==> config.mk <==
export PLATFORM = sky130hd
export DESIGN_NAME = fws_poll_ctrl
export DESIGN_NICKNAME = d
export VERILOG_FILES = /design/src/fws_pkg.sv /design/src/fws_bus_cycle.sv /design/src/fws_poll_ctrl.sv /design/src/fws_wb_regs.sv
export VERILOG_INCLUDE_DIRS = /design/src
export SDC_FILE = /design/constraint.sdc
export NUM_CORES = 1
export LEC_CHECK = 0
export ABC_AREA = 1
export BUFFER_PORTS_ARGS = -buffer_cell sky130_fd_sc_hd__buf_4
export CORE_MARGIN = 8
export CORE_UTILIZATION = 39
export DETAILED_ROUTE_END_ITERATION = 12
export GPL_ROUTABILITY_DRIVEN = 0
export GPL_TIMING_DRIVEN = 0
export PLACE_DENSITY = 0.64
export SYNTH_ARGS = -nofsm -noshare
export SYNTH_HDL_FRONTEND = slang
export SYNTH_SLANG_ARGS = --single-unit
==> constraint.sdc <==
create_clock -name clk -period 1.58 [get_ports clk]
set_input_delay 0.316 -clock clk [delete_from_list [all_inputs] [get_ports clk]]
set_output_delay 0.316 -clock clk [all_outputs]
set_load 0.01 [all_outputs]
==> src/fws_cfg.svh <==
// constants for the flash write status polling controller
`ifndef FWS_CFG_SVH
`define FWS_CFG_SVH
// register byte offsets
`define FWS_REG_CTRL      8'h00
`define FWS_REG_ADDR      8'h04
`define FWS_REG_DATA      8'h08
`define FWS_REG_STATUS    8'h0C
`define FWS_REG_RESULT    8'h10
// control field positions
`define FWS_CTRL_START    0
`define FWS_CTRL_MODE     1
`define FWS_CTRL_RSTCMD   2
// status bit positions on the data bus
`define FWS_POLL_BIT      7
`define FWS_TOGGLE1_BIT   6
`define FWS_LIMIT_BIT     5
`define FWS_ESTART_BIT    3
`define FWS_TOGGLE2_BIT   2
// reset command value and bus cycle timing
`define FWS_RESET_CMD     8'hF0
`define FWS_ACCESS_NS     70
`define FWS_CLK_NS        40
`define FWS_ACCESS_CYC    ((`FWS_ACCESS_NS + `FWS_CLK_NS - 1) / `FWS_CLK_NS)
`define FWS_RESET_VAL     32'h0000_0000
`endif

==> src/fws_pkg.sv <==
// types for the flash write status polling controller
package fws_pkg;
    typedef enum logic [3:0] {
        FWS_IDLE    = 4'b0000,
        FWS_RD1     = 4'b0001,
        FWS_RD2     = 4'b0010,
        FWS_CHECK   = 4'b0011,
        FWS_RD3     = 4'b0100,
        FWS_RD4     = 4'b0101,
        FWS_RECHECK = 4'b0110,
        FWS_RSTCMD  = 4'b0111,
        FWS_FINAL   = 4'b1000,
        FWS_DONE    = 4'b1001
    } fws_state_type;

    typedef enum logic [1:0] {
        FWS_RES_NONE = 2'b00,
        FWS_RES_OK   = 2'b01,
        FWS_RES_FAIL = 2'b10
    } fws_result_type;

    // one flash bus request from the sequencer to the cycle engine
    typedef struct packed {
        logic        go;
        logic        wr;
        logic [20:0] addr;
        logic [7:0]  wdata;
    } fws_req_type;

    // flash pin group driven by the cycle engine
    typedef struct packed {
        logic        ce_n;
        logic        oe_n;
        logic        we_n;
        logic [20:0] addr;
        logic [7:0]  dq_o;
        logic        dq_oe;
    } fws_pins_type;
endpackage : fws_pkg

==> src/fws_bus_cycle.sv <==
// single read or write cycle engine for the asynchronous flash bus
`timescale 1ns/1ps
`include "fws_cfg.svh"
module fws_bus_cycle
    import fws_pkg::*;
#(
    parameter int ACCESS_CYC = `FWS_ACCESS_CYC
)(
    // clock and reset
    input  wire logic        clk,
    input  wire logic        rst_n,
    // request and answer
    input  wire fws_req_type req,
    output logic             done,
    output logic      [7:0]  rdata,
    // flash pins
    output fws_pins_type     pins,
    input  wire logic [7:0]  dq_i
);
    typedef enum logic [1:0] {
        BC_IDLE = 2'b00,
        BC_ACT  = 2'b01,
        BC_END  = 2'b10
    } fws_bc_type;

    fws_bc_type   st_q, st_d;
    logic [3:0]   cnt_q, cnt_d;
    logic [7:0]   rd_q, rd_d;
    fws_pins_type p_q, p_d;

    // strobes fall for the access time, data sampled just before release
    always_comb begin
        st_d  = st_q;
        cnt_d = cnt_q;
        rd_d  = rd_q;
        p_d   = p_q;
        unique case (st_q)
            BC_IDLE: begin
                if (req.go) begin
                    p_d.ce_n  = 1'b0;
                    p_d.oe_n  = req.wr;
                    p_d.we_n  = !req.wr;
                    p_d.addr  = req.addr;
                    p_d.dq_o  = req.wdata;
                    p_d.dq_oe = req.wr;
                    cnt_d     = 4'(ACCESS_CYC);
                    st_d      = BC_ACT;
                end
            end
            BC_ACT: begin
                if (cnt_q <= 4'h1) begin
                    rd_d     = dq_i;
                    p_d.ce_n = 1'b1;
                    p_d.oe_n = 1'b1;
                    p_d.we_n = 1'b1; // rising write edge latches data
                    st_d     = BC_END;
                end else begin
                    cnt_d = cnt_q - 4'h1;
                end
            end
            BC_END: begin
                p_d.dq_oe = 1'b0; // hold data one cycle past we rise
                st_d      = BC_IDLE;
            end
            default: st_d = BC_IDLE;
        endcase
    end

    always_ff @(posedge clk) begin
        if (!rst_n) begin
            st_q  <= BC_IDLE;
            cnt_q <= 4'h0;
            rd_q  <= 8'h00;
            p_q   <= '{ce_n: 1'b1, oe_n: 1'b1, we_n: 1'b1, addr: 21'h0,
                       dq_o: 8'h00, dq_oe: 1'b0};
        end else begin
            st_q  <= st_d;
            cnt_q <= cnt_d;
            rd_q  <= rd_d;
            p_q   <= p_d;
        end
    end

    assign done  = (st_q == BC_END);
    assign rdata = rd_q;
    assign pins  = p_q;
endmodule : fws_bus_cycle

==> src/fws_poll_ctrl.sv <==
// host-side controller that polls flash program and erase status
// How it works
// - host polls inside the sector being changed, never a protected one
// - poll bit may flip early; host takes data from a later read
// - after limit bit seen, host rechecks toggling
// - after a flagged failure host writes the reset command
// - host reads status twice in a row and compares toggle bit 6 only
// - still toggling with limit bit high means failure, then reset
//
// The Wishbone register port and the register offsets were chosen for this implementation.
`timescale 1ns/1ps
`include "fws_cfg.svh"
module fws_poll_ctrl
    import fws_pkg::*;
#(
    parameter int ACCESS_CYC = `FWS_ACCESS_CYC
)(
    // clock and reset
    input  wire logic        clk,
    input  wire logic        rst_n,
    // wishbone slave
    input  wire logic        wb_cyc_i,
    input  wire logic        wb_stb_i,
    input  wire logic        wb_we_i,
    input  wire logic [7:0]  wb_adr_i,
    input  wire logic [3:0]  wb_sel_i,
    input  wire logic [31:0] wb_dat_i,
    output logic      [31:0] wb_dat_o,
    output logic             wb_ack_o,
    // flash control pins
    output logic             flash_ce_n,
    output logic             flash_oe_n,
    output logic             flash_we_n,
    output logic      [20:0] flash_addr,
    // flash data pins
    input  wire logic [7:0]  flash_dq_i,
    output logic      [7:0]  flash_dq_o,
    output logic             flash_dq_oe,
    // open-drain busy line as seen at the host
    input  wire logic        busy_indicator_n
);
    fws_state_type  st_q, st_d;
    fws_result_type res_q, res_d;
    logic [7:0]     first_q, first_d;
    logic [7:0]     last_q, last_d;
    logic           busy_pin_q, busy_pin_d;
    fws_req_type    req;
    fws_pins_type   pins;
    logic           cyc_done;
    logic [7:0]     cyc_data;
    logic           start_pulse, rst_pulse, mode_erase;
    logic [20:0]    poll_addr;
    logic [7:0]     exp_data;
    logic           busy;

    // toggle bit 6 moved between two consecutive reads
    function automatic logic toggled(input logic [7:0] a,
                                     input logic [7:0] b);
        toggled = a[`FWS_TOGGLE1_BIT] ^ b[`FWS_TOGGLE1_BIT];
    endfunction : toggled

    fws_wb_regs u_regs (
        .clk         (clk),
        .rst_n       (rst_n),
        .wb_cyc_i    (wb_cyc_i),
        .wb_stb_i    (wb_stb_i),
        .wb_we_i     (wb_we_i),
        .wb_adr_i    (wb_adr_i),
        .wb_sel_i    (wb_sel_i),
        .wb_dat_i    (wb_dat_i),
        .wb_dat_o    (wb_dat_o),
        .wb_ack_o    (wb_ack_o),
        .start_pulse (start_pulse),
        .rst_pulse   (rst_pulse),
        .mode_erase  (mode_erase),
        .poll_addr   (poll_addr),
        .exp_data    (exp_data),
        .busy        (busy),
        .result      (res_q),
        .last_status (last_q),
        .busy_pin    (busy_pin_q)
    );

    fws_bus_cycle #(.ACCESS_CYC(ACCESS_CYC)) u_cycle (
        .clk   (clk),
        .rst_n (rst_n),
        .req   (req),
        .done  (cyc_done),
        .rdata (cyc_data),
        .pins  (pins),
        .dq_i  (flash_dq_i)
    );

    assign busy = (st_q != FWS_IDLE) && (st_q != FWS_DONE);

    // one bus request per read state, issued while the engine is idle
    always_comb begin
        req.go    = 1'b0;
        req.wr    = 1'b0;
        req.addr  = poll_addr;
        req.wdata = 8'h00;
        unique case (st_q)
            FWS_RD1, FWS_RD2, FWS_RD3, FWS_RD4, FWS_FINAL: begin
                req.go = !cyc_done;
            end
            FWS_RSTCMD: begin
                req.go    = !cyc_done;
                req.wr    = 1'b1;
                req.wdata = `FWS_RESET_CMD;
            end
            default: ;
        endcase
    end

    // toggle-check sequencer; read and write states advance when a bus cycle ends
    always_comb begin
        st_d       = st_q;
        res_d      = res_q;
        first_d    = first_q;
        last_d     = last_q;
        busy_pin_d = busy_indicator_n;
        unique case (st_q)
            FWS_IDLE, FWS_DONE: begin
                if (start_pulse) begin
                    res_d = FWS_RES_NONE;
                    st_d  = FWS_RD1;
                end else if (rst_pulse) begin
                    res_d = FWS_RES_NONE;
                    st_d  = FWS_RSTCMD;
                end
            end
            FWS_RD1: begin
                if (cyc_done) begin
                    first_d = cyc_data;
                    last_d  = cyc_data;
                    st_d    = FWS_RD2;
                end
            end
            FWS_RD2: begin
                if (cyc_done) begin
                    last_d = cyc_data;
                    st_d   = FWS_CHECK;
                end
            end
            FWS_CHECK: begin
                if (!toggled(first_q, last_q)) begin
                    st_d = FWS_FINAL;
                end else if (last_q[`FWS_LIMIT_BIT]) begin
                    st_d = FWS_RD3;
                end else begin
                    first_d = last_q;
                    st_d    = FWS_RD2; // still running, keep reading
                end
            end
            FWS_RD3: begin
                if (cyc_done) begin
                    first_d = cyc_data;
                    st_d    = FWS_RD4;
                end
            end
            FWS_RD4: begin
                if (cyc_done) begin
                    last_d = cyc_data;
                    st_d   = FWS_RECHECK;
                end
            end
            FWS_RECHECK: begin
                // toggling that stopped just as the limit bit rose goes on to the final read; still toggling is failure
                if (toggled(first_q, last_q)) begin
                    res_d = FWS_RES_FAIL;
                    st_d  = FWS_RSTCMD;
                end else begin
                    st_d = FWS_FINAL;
                end
            end
            FWS_RSTCMD: begin
                if (cyc_done) begin
                    st_d = FWS_DONE;
                end
            end
            FWS_FINAL: begin
                // fresh read: early poll-bit flip may leave low bits stale
                if (cyc_done) begin
                    last_d = cyc_data;
                    if (mode_erase) begin
                        res_d = cyc_data[`FWS_POLL_BIT] ? FWS_RES_OK
                                                        : FWS_RES_FAIL;
                    end else begin
                        res_d = (cyc_data == exp_data) ? FWS_RES_OK
                                                       : FWS_RES_FAIL;
                    end
                    st_d = FWS_DONE;
                end
            end
            default: st_d = FWS_IDLE;
        endcase
    end

    always_ff @(posedge clk) begin
        if (!rst_n) begin
            st_q       <= FWS_IDLE;
            res_q      <= FWS_RES_NONE;
            first_q    <= 8'h00;
            last_q     <= 8'h00;
            busy_pin_q <= 1'b1;
        end else begin
            st_q       <= st_d;
            res_q      <= res_d;
            first_q    <= first_d;
            last_q     <= last_d;
            busy_pin_q <= busy_pin_d; // mirrored for software
        end
    end

    // pins come straight from engine flip-flops
    assign flash_ce_n  = pins.ce_n;
    assign flash_oe_n  = pins.oe_n;
    assign flash_we_n  = pins.we_n;
    assign flash_addr  = pins.addr;
    assign flash_dq_o  = pins.dq_o;
    assign flash_dq_oe = pins.dq_oe;
endmodule : fws_poll_ctrl

==> src/fws_wb_regs.sv <==
// wishbone slave register file for the polling controller
`timescale 1ns/1ps
`include "fws_cfg.svh"
module fws_wb_regs
    import fws_pkg::*;
(
    // clock and reset
    input  wire logic        clk,
    input  wire logic        rst_n,
    // wishbone slave
    input  wire logic        wb_cyc_i,
    input  wire logic        wb_stb_i,
    input  wire logic        wb_we_i,
    input  wire logic [7:0]  wb_adr_i,
    input  wire logic [3:0]  wb_sel_i,
    input  wire logic [31:0] wb_dat_i,
    output logic      [31:0] wb_dat_o,
    output logic             wb_ack_o,
    // controller side
    output logic             start_pulse,
    output logic             rst_pulse,
    output logic             mode_erase,
    output logic      [20:0] poll_addr,
    output logic      [7:0]  exp_data,
    input  wire logic        busy,
    input  wire logic [1:0]  result,
    input  wire logic [7:0]  last_status,
    input  wire logic        busy_pin
);
    logic        ack_q, ack_d;
    logic        mode_q, mode_d;
    logic [20:0] addr_q, addr_d;
    logic [7:0]  data_q, data_d;
    logic [31:0] rdat_q, rdat_d;
    logic        st_q, st_d, rc_q, rc_d;
    logic        wr_hit;

    // one-cycle ack, dropped the cycle after it was given
    always_comb begin
        wr_hit = wb_cyc_i && wb_stb_i && !ack_q && wb_we_i;
        ack_d  = wb_cyc_i && wb_stb_i && !ack_q;
        mode_d = mode_q;
        addr_d = addr_q;
        data_d = data_q;
        st_d   = 1'b0;
        rc_d   = 1'b0;
        rdat_d = 32'h0000_0000;
        if (wr_hit && wb_sel_i[0]) begin
            unique case (wb_adr_i)
                `FWS_REG_CTRL: begin
                    st_d   = wb_dat_i[`FWS_CTRL_START] && !busy;
                    mode_d = wb_dat_i[`FWS_CTRL_MODE];
                    rc_d   = wb_dat_i[`FWS_CTRL_RSTCMD] && !busy;
                end
                `FWS_REG_ADDR: addr_d = wb_dat_i[20:0];
                `FWS_REG_DATA: data_d = wb_dat_i[7:0];
                default: ;
            endcase
        end
        // unmapped reads answer zero
        unique case (wb_adr_i)
            `FWS_REG_CTRL:   rdat_d = {30'h0, mode_q, 1'b0};
            `FWS_REG_ADDR:   rdat_d = {11'h0, addr_q};
            `FWS_REG_DATA:   rdat_d = {24'h0, data_q};
            `FWS_REG_STATUS: rdat_d = {22'h0, busy_pin, busy, last_status};
            `FWS_REG_RESULT: rdat_d = {30'h0, result};
            default:         rdat_d = 32'h0000_0000;
        endcase
    end

    always_ff @(posedge clk) begin
        if (!rst_n) begin
            ack_q  <= 1'b0;
            mode_q <= 1'b0;
            addr_q <= 21'h00_0000;
            data_q <= 8'h00;
            rdat_q <= `FWS_RESET_VAL;
            st_q   <= 1'b0;
            rc_q   <= 1'b0;
        end else begin
            ack_q  <= ack_d;
            mode_q <= mode_d;
            addr_q <= addr_d;
            data_q <= data_d;
            rdat_q <= rdat_d;
            st_q   <= st_d;
            rc_q   <= rc_d;
        end
    end

    assign wb_ack_o    = ack_q;
    assign wb_dat_o    = rdat_q;
    assign start_pulse = st_q;
    assign rst_pulse   = rc_q;
    assign mode_erase  = mode_q;
    assign poll_addr   = addr_q;
    assign exp_data    = data_q;
endmodule : fws_wb_regs
-- Yosys cells after proc, flatten, opt, wreduce, memory -nomap -nowiden
Index checks and enable logic that the tools add are counted.
- reduce and logical (&&, ||, !) cells: 38
- $mul: 0
- add/sub/neg operators: 1
- divide/modulo/power cells: 0
- order comparisons: 1
- shift-type cells: 0
- bitwise gates (word level): 1
- eq/ne operators: 31
- mux-type cells: 37
- operator list (cell ; number):
    $pmux 21 s5 ; 1
    $mux 4 ; 11
    $mux 33 ; 1
    $pmux 4 s8 ; 1
    $mux 7 ; 3
    $ne 2x2->1 const B ; 10
    $mux 2 ; 9
    $eq 4x3->1 const B ; 4
    $eq 8x4->1 const B ; 2
    $reduce_and 2->1 ; 8
    $pmux 7 s2 ; 1
    $reduce_and 3->1 ; 3
    $eq 4x2->1 const B ; 2
    $eq 4x4->1 const B ; 2
    $eq 8x3->1 const B ; 1
    $eq 8x5->1 const B ; 1
    $eq 8x8->1 ; 1
    $logic_not 8->1 ; 1
    $mux 8 ; 1
    $pmux 4 s2 ; 1
    $reduce_and 4->1 ; 2
    $logic_and 1x1->1 ; 7
    $mux 3 ; 2
    $ne 2x1->1 const B ; 3
    23 further kinds ; 31
- bits in read-only memories: 0
- memories: 0
- bits in latches: 0
- memory bits (writable): 0
- output and inout port bits: 66
- bits in registers: 134

-- Logic depth before layout (Yosys ltp)
Gate-level depths: netlist of run 1.
- depth in word-level cells: 5
- depth in mapped cells: 11
- depth with buffers taken out: 10

-- By module
Synthesis of run 1 repeated with hierarchy kept, for this count alone.
- cells, all modules: 692
- area, all modules: 5046.1 um^2
- modules (own cells, without submodules) (module ; area an instance (um^2) ; seq. area each (um^2) ; instances ; cells each):
    fws_wb_regs ; 2222.1 ; 1081.0 ; 1 ; 296
    fws_bus_cycle ; 1788.0 ; 940.9 ; 1 ; 226
    fws_poll_ctrl ; 1036.0 ; 320.3 ; 1 ; 170

-- Least setup slack after synthesis of run 1
OpenSTA, ideal clock, no wires.
- path kind: input to register
- from: in wb_adr_i[1]
- to: reg u_regs.data_q[2] (netlist: u_regs.exp_data[2])
- setup slack: 0.171 ns
- path buffers: 1
- data required time: 1.461 ns
- cell stages on the path: 7
- setup time: 0.119 ns
- arrival time: 1.289 ns
- cell sequence: nor2_2 -> nand2_1 -> nor3_4 -> nand2_2 -> buf_2 -> o21ai_0 -> a21oi_1
- longest elaborated chain between the ends: 2
- RTL lines (item ; line ; RTL):
    start, declared ; fws_poll_ctrl.sv:25 ; input wire logic [7:0] wb_adr_i,
    $eq 8x4->1 ; fws_wb_regs.sv:49 ; unique case (wb_adr_i)
    $reduce_and 2->1 (no line) ; n/a ;
    end signal, assigned ; fws_wb_regs.sv:84 ; data_q <= data_d;
    end, declared ; fws_wb_regs.sv:33 ; logic [7:0] data_q, data_d;
Every way passes these cells.
A chain may end at the register's enable or synchronous reset.

-- Worst setup path after layout of run 1
- from: reg st_q[0]
- to: reg u_cycle.cnt_q[3]
- longest elaborated chain between the ends: 5
- RTL lines (item ; line ; RTL):
    start, declared ; fws_poll_ctrl.sv:42 ; fws_state_type st_q, st_d;
    start signal, assigned ; fws_poll_ctrl.sv:207 ; st_q <= st_d;
    $eq 4x4->1, or another cell as far along ; fws_poll_ctrl.sv:102 ; unique case (st_q)
    $reduce_or 6->1 (no line) * ; n/a ;
    $mux 1 * ; n/a ;
    $ne 2x2->1 (no line) * ; n/a ;
    $reduce_and 3->1 (no line) * ; n/a ;
    end signal, assigned ; fws_bus_cycle.sv:78 ; cnt_q <= cnt_d;
    end, declared ; fws_bus_cycle.sv:27 ; logic [3:0] cnt_q, cnt_d;
Mark *: on every way between the ends. The rest lies on a longest branch, timed or not.

==> metrics.txt, run 1 <==
Final period util 97.0%; clk sinks 110; post-DP HPWL 9980 um; Starting Density 39.5%; clk slew on worst S/H paths 0.07 ns; status finished, final reports clean; Die Area 0.0158 mm^2; final instance area 0.00614 mm^2; initial antenna violation count 0; Final setup viols 0; # diodes 0; Power Density 1370 mW/mm^2; Hold Slack 0.158 ns; pin count of the biggest net entering global routing 19; Die W 126 um; clock buffer count from CTS 9; Mapped Cells 638; Routed Antenna Nets 0; io pins 124; Vias 4421; Worst setup startpoint st_q[0]; Post-Route WL 13100 um; largest cells by area after synthesis dfxtp_1 (47%), nand2_1 (8.7%), nor2_1 (8.1%), o21ai_0 (7.9%), inv_1 (5.3%); critical path arrival 1.81 ns; DRC 0; crit end category flip-flop; post-synth top area cell dfxtp_1; GR Util All Layers 16.0%; final net count 823; CTS tree built; first-pass GRT wire length 20700 um; hold crit path type input pin to flip-flop; yosys warns 0; Iter 0 DRT Violations 349; FMAX 0.653 GHz; Period minus WS final 1.53 ns; R2R Path Start st_q[0]; #FFs+latches synth 110; slew margin rel. 60.3%; GRT Residual Overflow 0; Core ar. 0.0119 mm^2; Cell variety after synth 34; Placed Cells 892; Commonest cells post-synth dfxtp_1 (110), nand2_1 (109), nor2_1 (102); drt pass-1 iters 5; RSZ-0062 raised after global routing yes; Hold Fails Final Rpt 0; Placed Area 0.00564 mm^2; worst-skew pair later-pin latency 0.35 ns; Slew Viols, Final 0; Synth Flop Type dfxtp_1; die height 126 um; VDD IR-drop max 0.584 mV; register area share after synthesis 46.8%; Pleak 2.73 nW; type of the worst setup path flip-flop to flip-flop; syn avg cell area 7.38 um^2; hold_sp flash_dq_i[5]; Async SR Flop Fraction 0%; EDFF count, synth 0; Worst-Margin Slew 0.591 ns; area share of the largest cell type after synthesis 46.8%; H-tree depth 3; Final Power 8.43 mW; mapped cell area 0.00471 mm^2; fin cells 915; clock skew 0.00752 ns; row cnt 40; DR vias/cell 4.83; CTS Buffer Depth 2; WL per Instance 14.3 um; # port buffers 93; # hold bufs at CTS 0; crit-path max FO 6; CP required 1.85 ns; Root Driver clkbuf_16; share of cells above drive strength 1 27.5%; P&R area growth vs syn 30.5%; Worst Setup Start Kind flip-flop; most frequent cell after synthesis dfxtp_1; vias in the first global route 4146; Max Cap Viol 0
-- critical path, stage by stage, from the launching register on --
cell,delay (ns)
dfxtp_2,0.43
nor2_2,0.08
nand2_1,0.13
nand3_4,0.11
o21ai_4,0.18
buf_4,0.13
buf_2,0.16
nand3_1,0.08
a21oi_1,0.14
-- per-stage QoR --
step	setup WS [ns]	setup TNS (ns)	util, %
after floorplan	0.171	0	-
final	0.0476	0	51.6
after CTS	0.00106	0	50.1
after detailed placement	-0.389	-13.26	47.4
after global placement	-0.375	-11.63	47.4
after global routing	-0.0488	-0.963	51.6
-- cell usage in the layout, fill, tap and decap left out, types with 2 or more instances in the layout --
cell | netlist | final
dfxtp_1 | 110 | 106
nor2_1 | 102 | 94
buf_4 | 18 | 117
conb_1 | 1 | 15
dfxtp_4 | 0 | 2
o21ai_2 | 5 | 2
o21ai_0 | 74 | 60
o21ai_1 | 2 | 15
nand4_1 | 4 | 4
inv_2 | 3 | 5
buf_1 | 2 | 2
clkbuf_1 | 11 | 9
nor2_2 | 24 | 25
nor4_1 | 3 | 3
buf_6 | 2 | 2
nand2_1 | 109 | 105
clkbuf_16 | 0 | 9
clkinvlp_4 | 0 | 3
buf_2 | 5 | 6
dfxtp_2 | 0 | 2
nand2_4 | 0 | 2
a21oi_1 | 39 | 39
nand3_1 | 22 | 22
nor3_1 | 12 | 12
inv_8 | 1 | 2
or2_2 | 2 | 2
nand3_2 | 5 | 3
inv_1 | 66 | 63
nand3_4 | 0 | 2
o21ai_4 | 0 | 4
nand2_2 | 3 | 5
nor2_4 | 0 | 7
clkinv_2 | 0 | 2
buf_12 | 2 | 2
xnor2_1 | 2 | 2
-- final cells by class --
cell class,instances,area (um^2)
Fill cell,1171,5770
Sequential cell,110,2210
Multi-Input combinational cell,431,2150
Timing Repair Buffer,100,748
Buffer,40,277
Inverter,71,277
Clock buffer,9,225
Tap cell,147,184
Clock inverter,7,73.8
-- registers in the layout, summed over array words and instances, names as in the netlist --
register and cells:
u_cycle.rdata 8, u_regs.poll_addr 21, u_cycle.cnt_q 4, last_q 8, u_regs.exp_data 8, first_q 1
u_regs.start_pulse 1, u_regs.rst_pulse 1, u_cycle.pins 26, u_regs.wb_ack_o 1, u_cycle.st_q 2, busy_pin_q 1
st_q 4, u_regs.wb_dat_o 21, u_regs.mode_erase 1, res_q 2
-- cells by family (layout without fill, tap and decap cells) --
kind of cell | count (synthesis) | count (layout) | synth area share (%)
AND/OR/NAND/NOR | 289 | 289 | 27.0
AO/OA/AOI/OAI | 122 | 122 | 13.4
buffers and inverters | 111 | 227 | 11.6
flip-flops | 110 | 110 | 46.8
XOR/XNOR | 3 | 3 | 0.558
adder cells (fa/ha/maj) | 2 | 2 | 0.531
other | 1 | 15 | 0.0796
-- report_power, final --
group | switching [mW] | internal (mW)
clock network | 1.04 | 1.24
registers | 0.224 | 3.06
logic | 1.64 | 1.22
total | 2.90 | 5.52
-- path summary, 6_finish.rpt --
path	endpoint	slack, ns	cells after the start
worst max register to register	u_cycle.cnt_q[3]	0.05	8
worst min-delay path	u_cycle.rdata[5]	0.16	3
worst max-delay path	u_cycle.cnt_q[3]	0.05	8
worst min register to register	u_regs.wb_dat_o[9]	0.45	2
-- what timing repair did --
item	in CTS	in global routing
gates cloned	0	1
setup buffers	1	5
setup endpoints to repair	25	77
pin swaps	1	3
gates resized for setup	7	53
-- routing by layer --
metal,track usage (%),share of wire (%),vias up
li1,-,-,2245
met5,0,0,-
met4,5.02,1.7,0
met3,3.84,6.9,17
met1,20.5,45,2006
met2,25.8,46,153
(Power assumes the default switching activity.)
==> run 2: changes to the inputs <==
Settings changed: CORE_UTILIZATION 39 to 45, PLACE_DENSITY 0.64 to 0.72.
==> run 2 against run 1 <==
Net effect:
- via count decreased by 0.38%
- combinational power increased by 7.7%
- die area down 12%
- setup slack got worse by 0.046 ns
- wire length decreased by 1.1%
- flip-flop and latch count did not move
- fmax fell by 2.9%
- critical path type unchanged
- critical path depth rose by 3
- worst hold slack got worse by 0.021 ns
- first-iteration DRC count rose by 5.7%
- global-route usage rose by 1.6 points
- cell area fell by 0.69%
==> metrics.txt, run 2 (synthesis results as in run 1) <==
Vias 4404; status finished, final reports clean; final instance area 0.00610 mm^2; crit end category flip-flop; DR vias/cell 4.87; Starting Density 46.0%; CP required 1.85 ns; # diodes 0; FMAX 0.634 GHz; Hold Slack 0.137 ns; CTS Buffer Depth 2; worst-case reg-to-reg path depth 11; Max Cap Viol 0; final setup TNS 0 ns; post-DP HPWL 9830 um; type of the worst setup path flip-flop to flip-flop; DRC 0; Post-Route WL 13000 um; die height 118 um; clock skew 0.0133 ns; Pleak 2.72 nW; Routed Antenna Nets 0; P&R area growth vs syn 29.6%; Placed Area 0.00563 mm^2; share of cells above drive strength 1 27.7%; Die Area 0.0140 mm^2; clk sinks 110; drt pass-1 iters 4; RSZ-0062 raised after global routing yes; first-pass GRT wire length 20300 um; critical path arrival 1.85 ns; Power Density 1330 mW/mm^2; fin cells 904; vias in the first global route 4249; Slew Viols, Final 0; hold path depth 3; H-tree depth 3; area occupied by multi-input gates 0.00216 mm^2; crit path setup slack, layout 0.00165 ns; max reg flops 26; WL per Instance 14.4 um; Final period util 99.9%; pin count of the biggest net entering global routing 19; Die W 118 um; Worst-Margin Slew 0.609 ns; row cnt 37; # port buffers 93; worst-skew pair later-pin latency 0.38 ns; Layout fillers 952; hold crit path type input pin to flip-flop; slew margin rel. 59.4%; commonest non-fill, non-tap cell in the layout buf_4; io pins 124; Sequential Area 0.00222 mm^2; initial antenna violation count 0; Hold Fails Final Rpt 0; Root Driver clkbuf_8; crit-path max FO 7; final core utilization 59.6%; Period minus WS final 1.58 ns; clock buffer count from CTS 9; Worst Setup Start Kind flip-flop; GR Util All Layers 17.6%; Setup WS pre-CTS -0.305 ns; Final setup viols 0; final net count 823; VDD IR-drop max 0.782 mV; commonest cells after routing, fill and taps aside buf_4 (113), nand2_1 (104), dfxtp_1 (104); Final Power 8.13 mW; Core ar. 0.0102 mm^2; GRT Residual Overflow 0; Iter 0 DRT Violations 369; Placed Cells 881; CTS tree built; clk slew on worst S/H paths 0.10 ns
==> run 2: layout make-up <==
type | instances | share of cell area (%)
clock buffers | 10 | 2.26
plain buffers | 40 | 4.53
multi-input cells | 431 | 35.3
repair buffers | 100 | 13.0
inverters | 71 | 4.57
flip-flops and latches | 110 | 36.4
clock inverters | 6 | 1.13
well taps | 136 | 2.79
==> run 2: worst max-delay path: stages, from the launching register on <==
cell,delay (ns)
dfxtp_4,0.41
inv_4,0.06
nand2_4,0.08
inv_4,0.05
nand2_4,0.06
nand3_4,0.08
o21ai_4,0.20
buf_8,0.17
inv_8,0.06
clkbuf_16,0.16
nor2_2,0.08
nor2_1,0.05
==> run 2: metal layers <==
metal / vias up / wire, um / GRT usage (%)
met3: 17 / 875 / 4.38
li1: 2247 / - / -
met1: 1986 / 5580 / 21.2
met5: - / 0 / 0
met2: 154 / 6280 / 29.8
met4: 0 / 259 / 6.24
==> run 2: path summary, 6_finish.rpt <==
path / start / to / slack [ns]
worst min register to register: busy_pin_q / u_regs.wb_dat_o[9] / 0.46
worst max-delay path: st_q[1] / u_cycle.pins[23] / 0.002
worst min-delay path: flash_dq_i[7] / u_cycle.rdata[7] / 0.14
worst max register to register: st_q[1] / u_cycle.pins[23] / 0.002
==> run 2: repair_timing <==
item | in CTS | in global routing
gates cloned | 0 | 4
setup buffers | 2 | 1
gates resized for setup | 9 | 54
setup endpoints to repair | 39 | 61
hold buffers | 0 | 0
pin swaps | 1 | 7
==> run 2: where the power goes <==
group	leakage, nW	switching (mW)	total [mW]	internal, mW
Combinational	1.71	1.72	3.09	1.37
Sequential	0.896	0.228	3.29	3.07
Clock	0.109	0.961	1.75	0.791
==> run 3: changes to the inputs <==
Settings changed: PLACE_DENSITY 0.72 to 0.67.
==> run 3 against run 2 <==
Net effect:
- clock power barely moved
- global-route usage rose by 0.44 points
- sequential share of layout area increased by 0.12 points
==> metrics.txt, run 3 (synthesis results as in run 1) <==
status finished, final reports clean; Max Cap Viol 0; Pleak 2.71 nW; final setup TNS 0 ns; Final period util 97.5%; io pins 124; critical path, cell by cell inv_4 > nand2_4 > inv_4 > nand2_4 > nand3_4 > o21ai_4 > buf_6 > inv_8 > clkbuf_16 > nor2_4 > nor2_1; DRC 0; Die Area 0.0140 mm^2; hold crit path type input pin to flip-flop; clk slew on worst S/H paths 0.10 ns; Reg2Reg Capture Point u_cycle.pins[14]; final net count 823; CTS Buffer Depth 2; clk sinks 110; critical path arrival 1.81 ns; Routed Antenna Nets 0; GR Util All Layers 18.0%; commonest non-fill, non-tap cell in the layout buf_4; FF-to-FF setup slack 0.04 ns; RSZ-0062 raised after global routing yes; crit-path max FO 7; clock skew 0.0144 ns; drt pass-1 iters 4; Iter 0 DRT Violations 320; Starting Density 46.0%; P&R area growth vs syn 29.0%; Root Driver clkbuf_8; Sequential Area 0.00222 mm^2; initial antenna violation count 0; hold_sp flash_dq_i[5]; CP max-delay cell dfxtp_4; # port buffers 93; hold path depth 3; commonest cells after routing, fill and taps aside buf_4 (115), nand2_1 (106), dfxtp_1 (105); post-DP HPWL 9780 um; CP required 1.85 ns; slew margin rel. 62.1%; Slew Viols, Final 0; pin count of the biggest net entering global routing 20; FMAX 0.649 GHz; Die W 118 um; first-pass GRT wire length 20800 um; Hold Fails Final Rpt 0; WL per Instance 14.3 um; H-tree depth 3; type of the worst setup path flip-flop to flip-flop; GRT Residual Overflow 0; worst-skew pair later-pin latency 0.37 ns; area occupied by multi-input gates 0.00214 mm^2; Period minus WS final 1.54 ns; hold-critical path endpoint u_cycle.rdata[5]; Final Power 8.04 mW; CP bufs+invs 5; Final setup viols 0; vias in the first global route 4265; Core ar. 0.0102 mm^2; final core utilization 59.3%; worst-case reg-to-reg path depth 11; max reg flops 26; DR vias/cell 4.80; crit end category flip-flop; Worst Setup Start Kind flip-flop; Post-Route WL 12900 um; Top Family by Delay on Critical Path buffers and inverters; clock buffer count from CTS 9; Layout fillers 1006; row cnt 37; # diodes 0; CP max stage delay 0.41 ns; Worst-Margin Slew 0.568 ns; share of cells above drive strength 1 27.3%; VDD IR-drop max 0.585 mV; R2R Path Start st_q[1]; Power Density 1320 mW/mm^2; die height 118 um; CTS tree built; Vias 4339
run 3: changes by cell type in the layout (fill, tap and decap cells not counted), moves of 2 or more:
cell	delta
o21ai_1	-4
nand2_2	-2
buf_4	+2
nand2_1	+2
clkinv_2	-2
o21ai_0	+4
clkinv_4	+2
run 3: how the worst max path moves through the flow:
stage,startpoint,end,slack (ns),cells past startpoint
floorplan,wb_adr_i[1],u_regs.exp_data[2],0.17,7
global placement,wb_adr_i[1],u_regs.poll_addr[18],-0.29,10
detailed placement,wb_adr_i[1],u_regs.poll_addr[18],-0.31,10
CTS,st_q[3],u_cycle.pins[20],0.0001,9
global route,st_q[1],u_cycle.pins[14],-0.05,11
finish,st_q[1],u_cycle.pins[14],0.04,11
run 3: power by group:
part | total (mW) | leakage, nW | internal [mW] | switching [mW]
combinational | 3.01 | 1.71 | 1.33 | 1.67
sequential | 3.30 | 0.895 | 3.06 | 0.232
clock | 1.74 | 0.104 | 0.765 | 0.977
total | 8.04 | 2.71 | 5.16 | 2.88
run 3: layout make-up:
type	instances	share of cell area (%)
plain buffers	40	4.51
clock inverters	6	1.30
multi-input cells	431	35.3
inverters	71	4.60
repair buffers	100	12.9
well taps	136	2.80
flip-flops and latches	110	36.5
clock buffers	10	2.10
run 3: timing repair:
action | in CTS | in global routing
setup endpoints to repair | 31 | 68
hold buffers | 0 | 0
buffers inserted | 0 | 4
pin swaps | 0 | 9
cloned | 0 | 3
resized for setup | 9 | 47
run 3: through the flow:
| stage | setup slack [ns] | cells | hold WS (ns) | area [um^2] |
|---|---|---|---|---|
| 2_1_floorplan | 0.171 | 652 | 0.419 | 4760 |
| 3_3_place_gp | -0.294 | 881 | 0.441 | 5630 |
| 3_5_place_dp | -0.310 | 881 | 0.445 | 5630 |
| 4_1_cts | 0.000119 | 897 | 0.128 | 5860 |
| 5_1_grt | -0.0470 | 904 | 0.132 | 6070 |
| 6_report | 0.0395 | 904 | 0.144 | 6070 |
run 3: routing by layer:
| layer | track usage, % | part of all wire [%] | vias up |
|---|---|---|---|
| li1 | - | - | 2246 |
| met2 | 29.4 | 48 | 124 |
| met3 | 3.95 | 5.6 | 9 |
| met5 | 0 | 0 | - |
| met1 | 23.1 | 45 | 1960 |
| met4 | 5.92 | 1.2 | 0 |
run 3: worst register-to-register path, delay by kind of cell, from the launching register on:
| family | cells | cell delay (ns) |
|---|---|---|
| AO/OA/AOI/OAI | 1 | 0.19 |
| buffers and inverters | 5 | 0.51 |
| flip-flops | 1 | 0.41 |
| AND/OR/NAND/NOR | 5 | 0.34 |
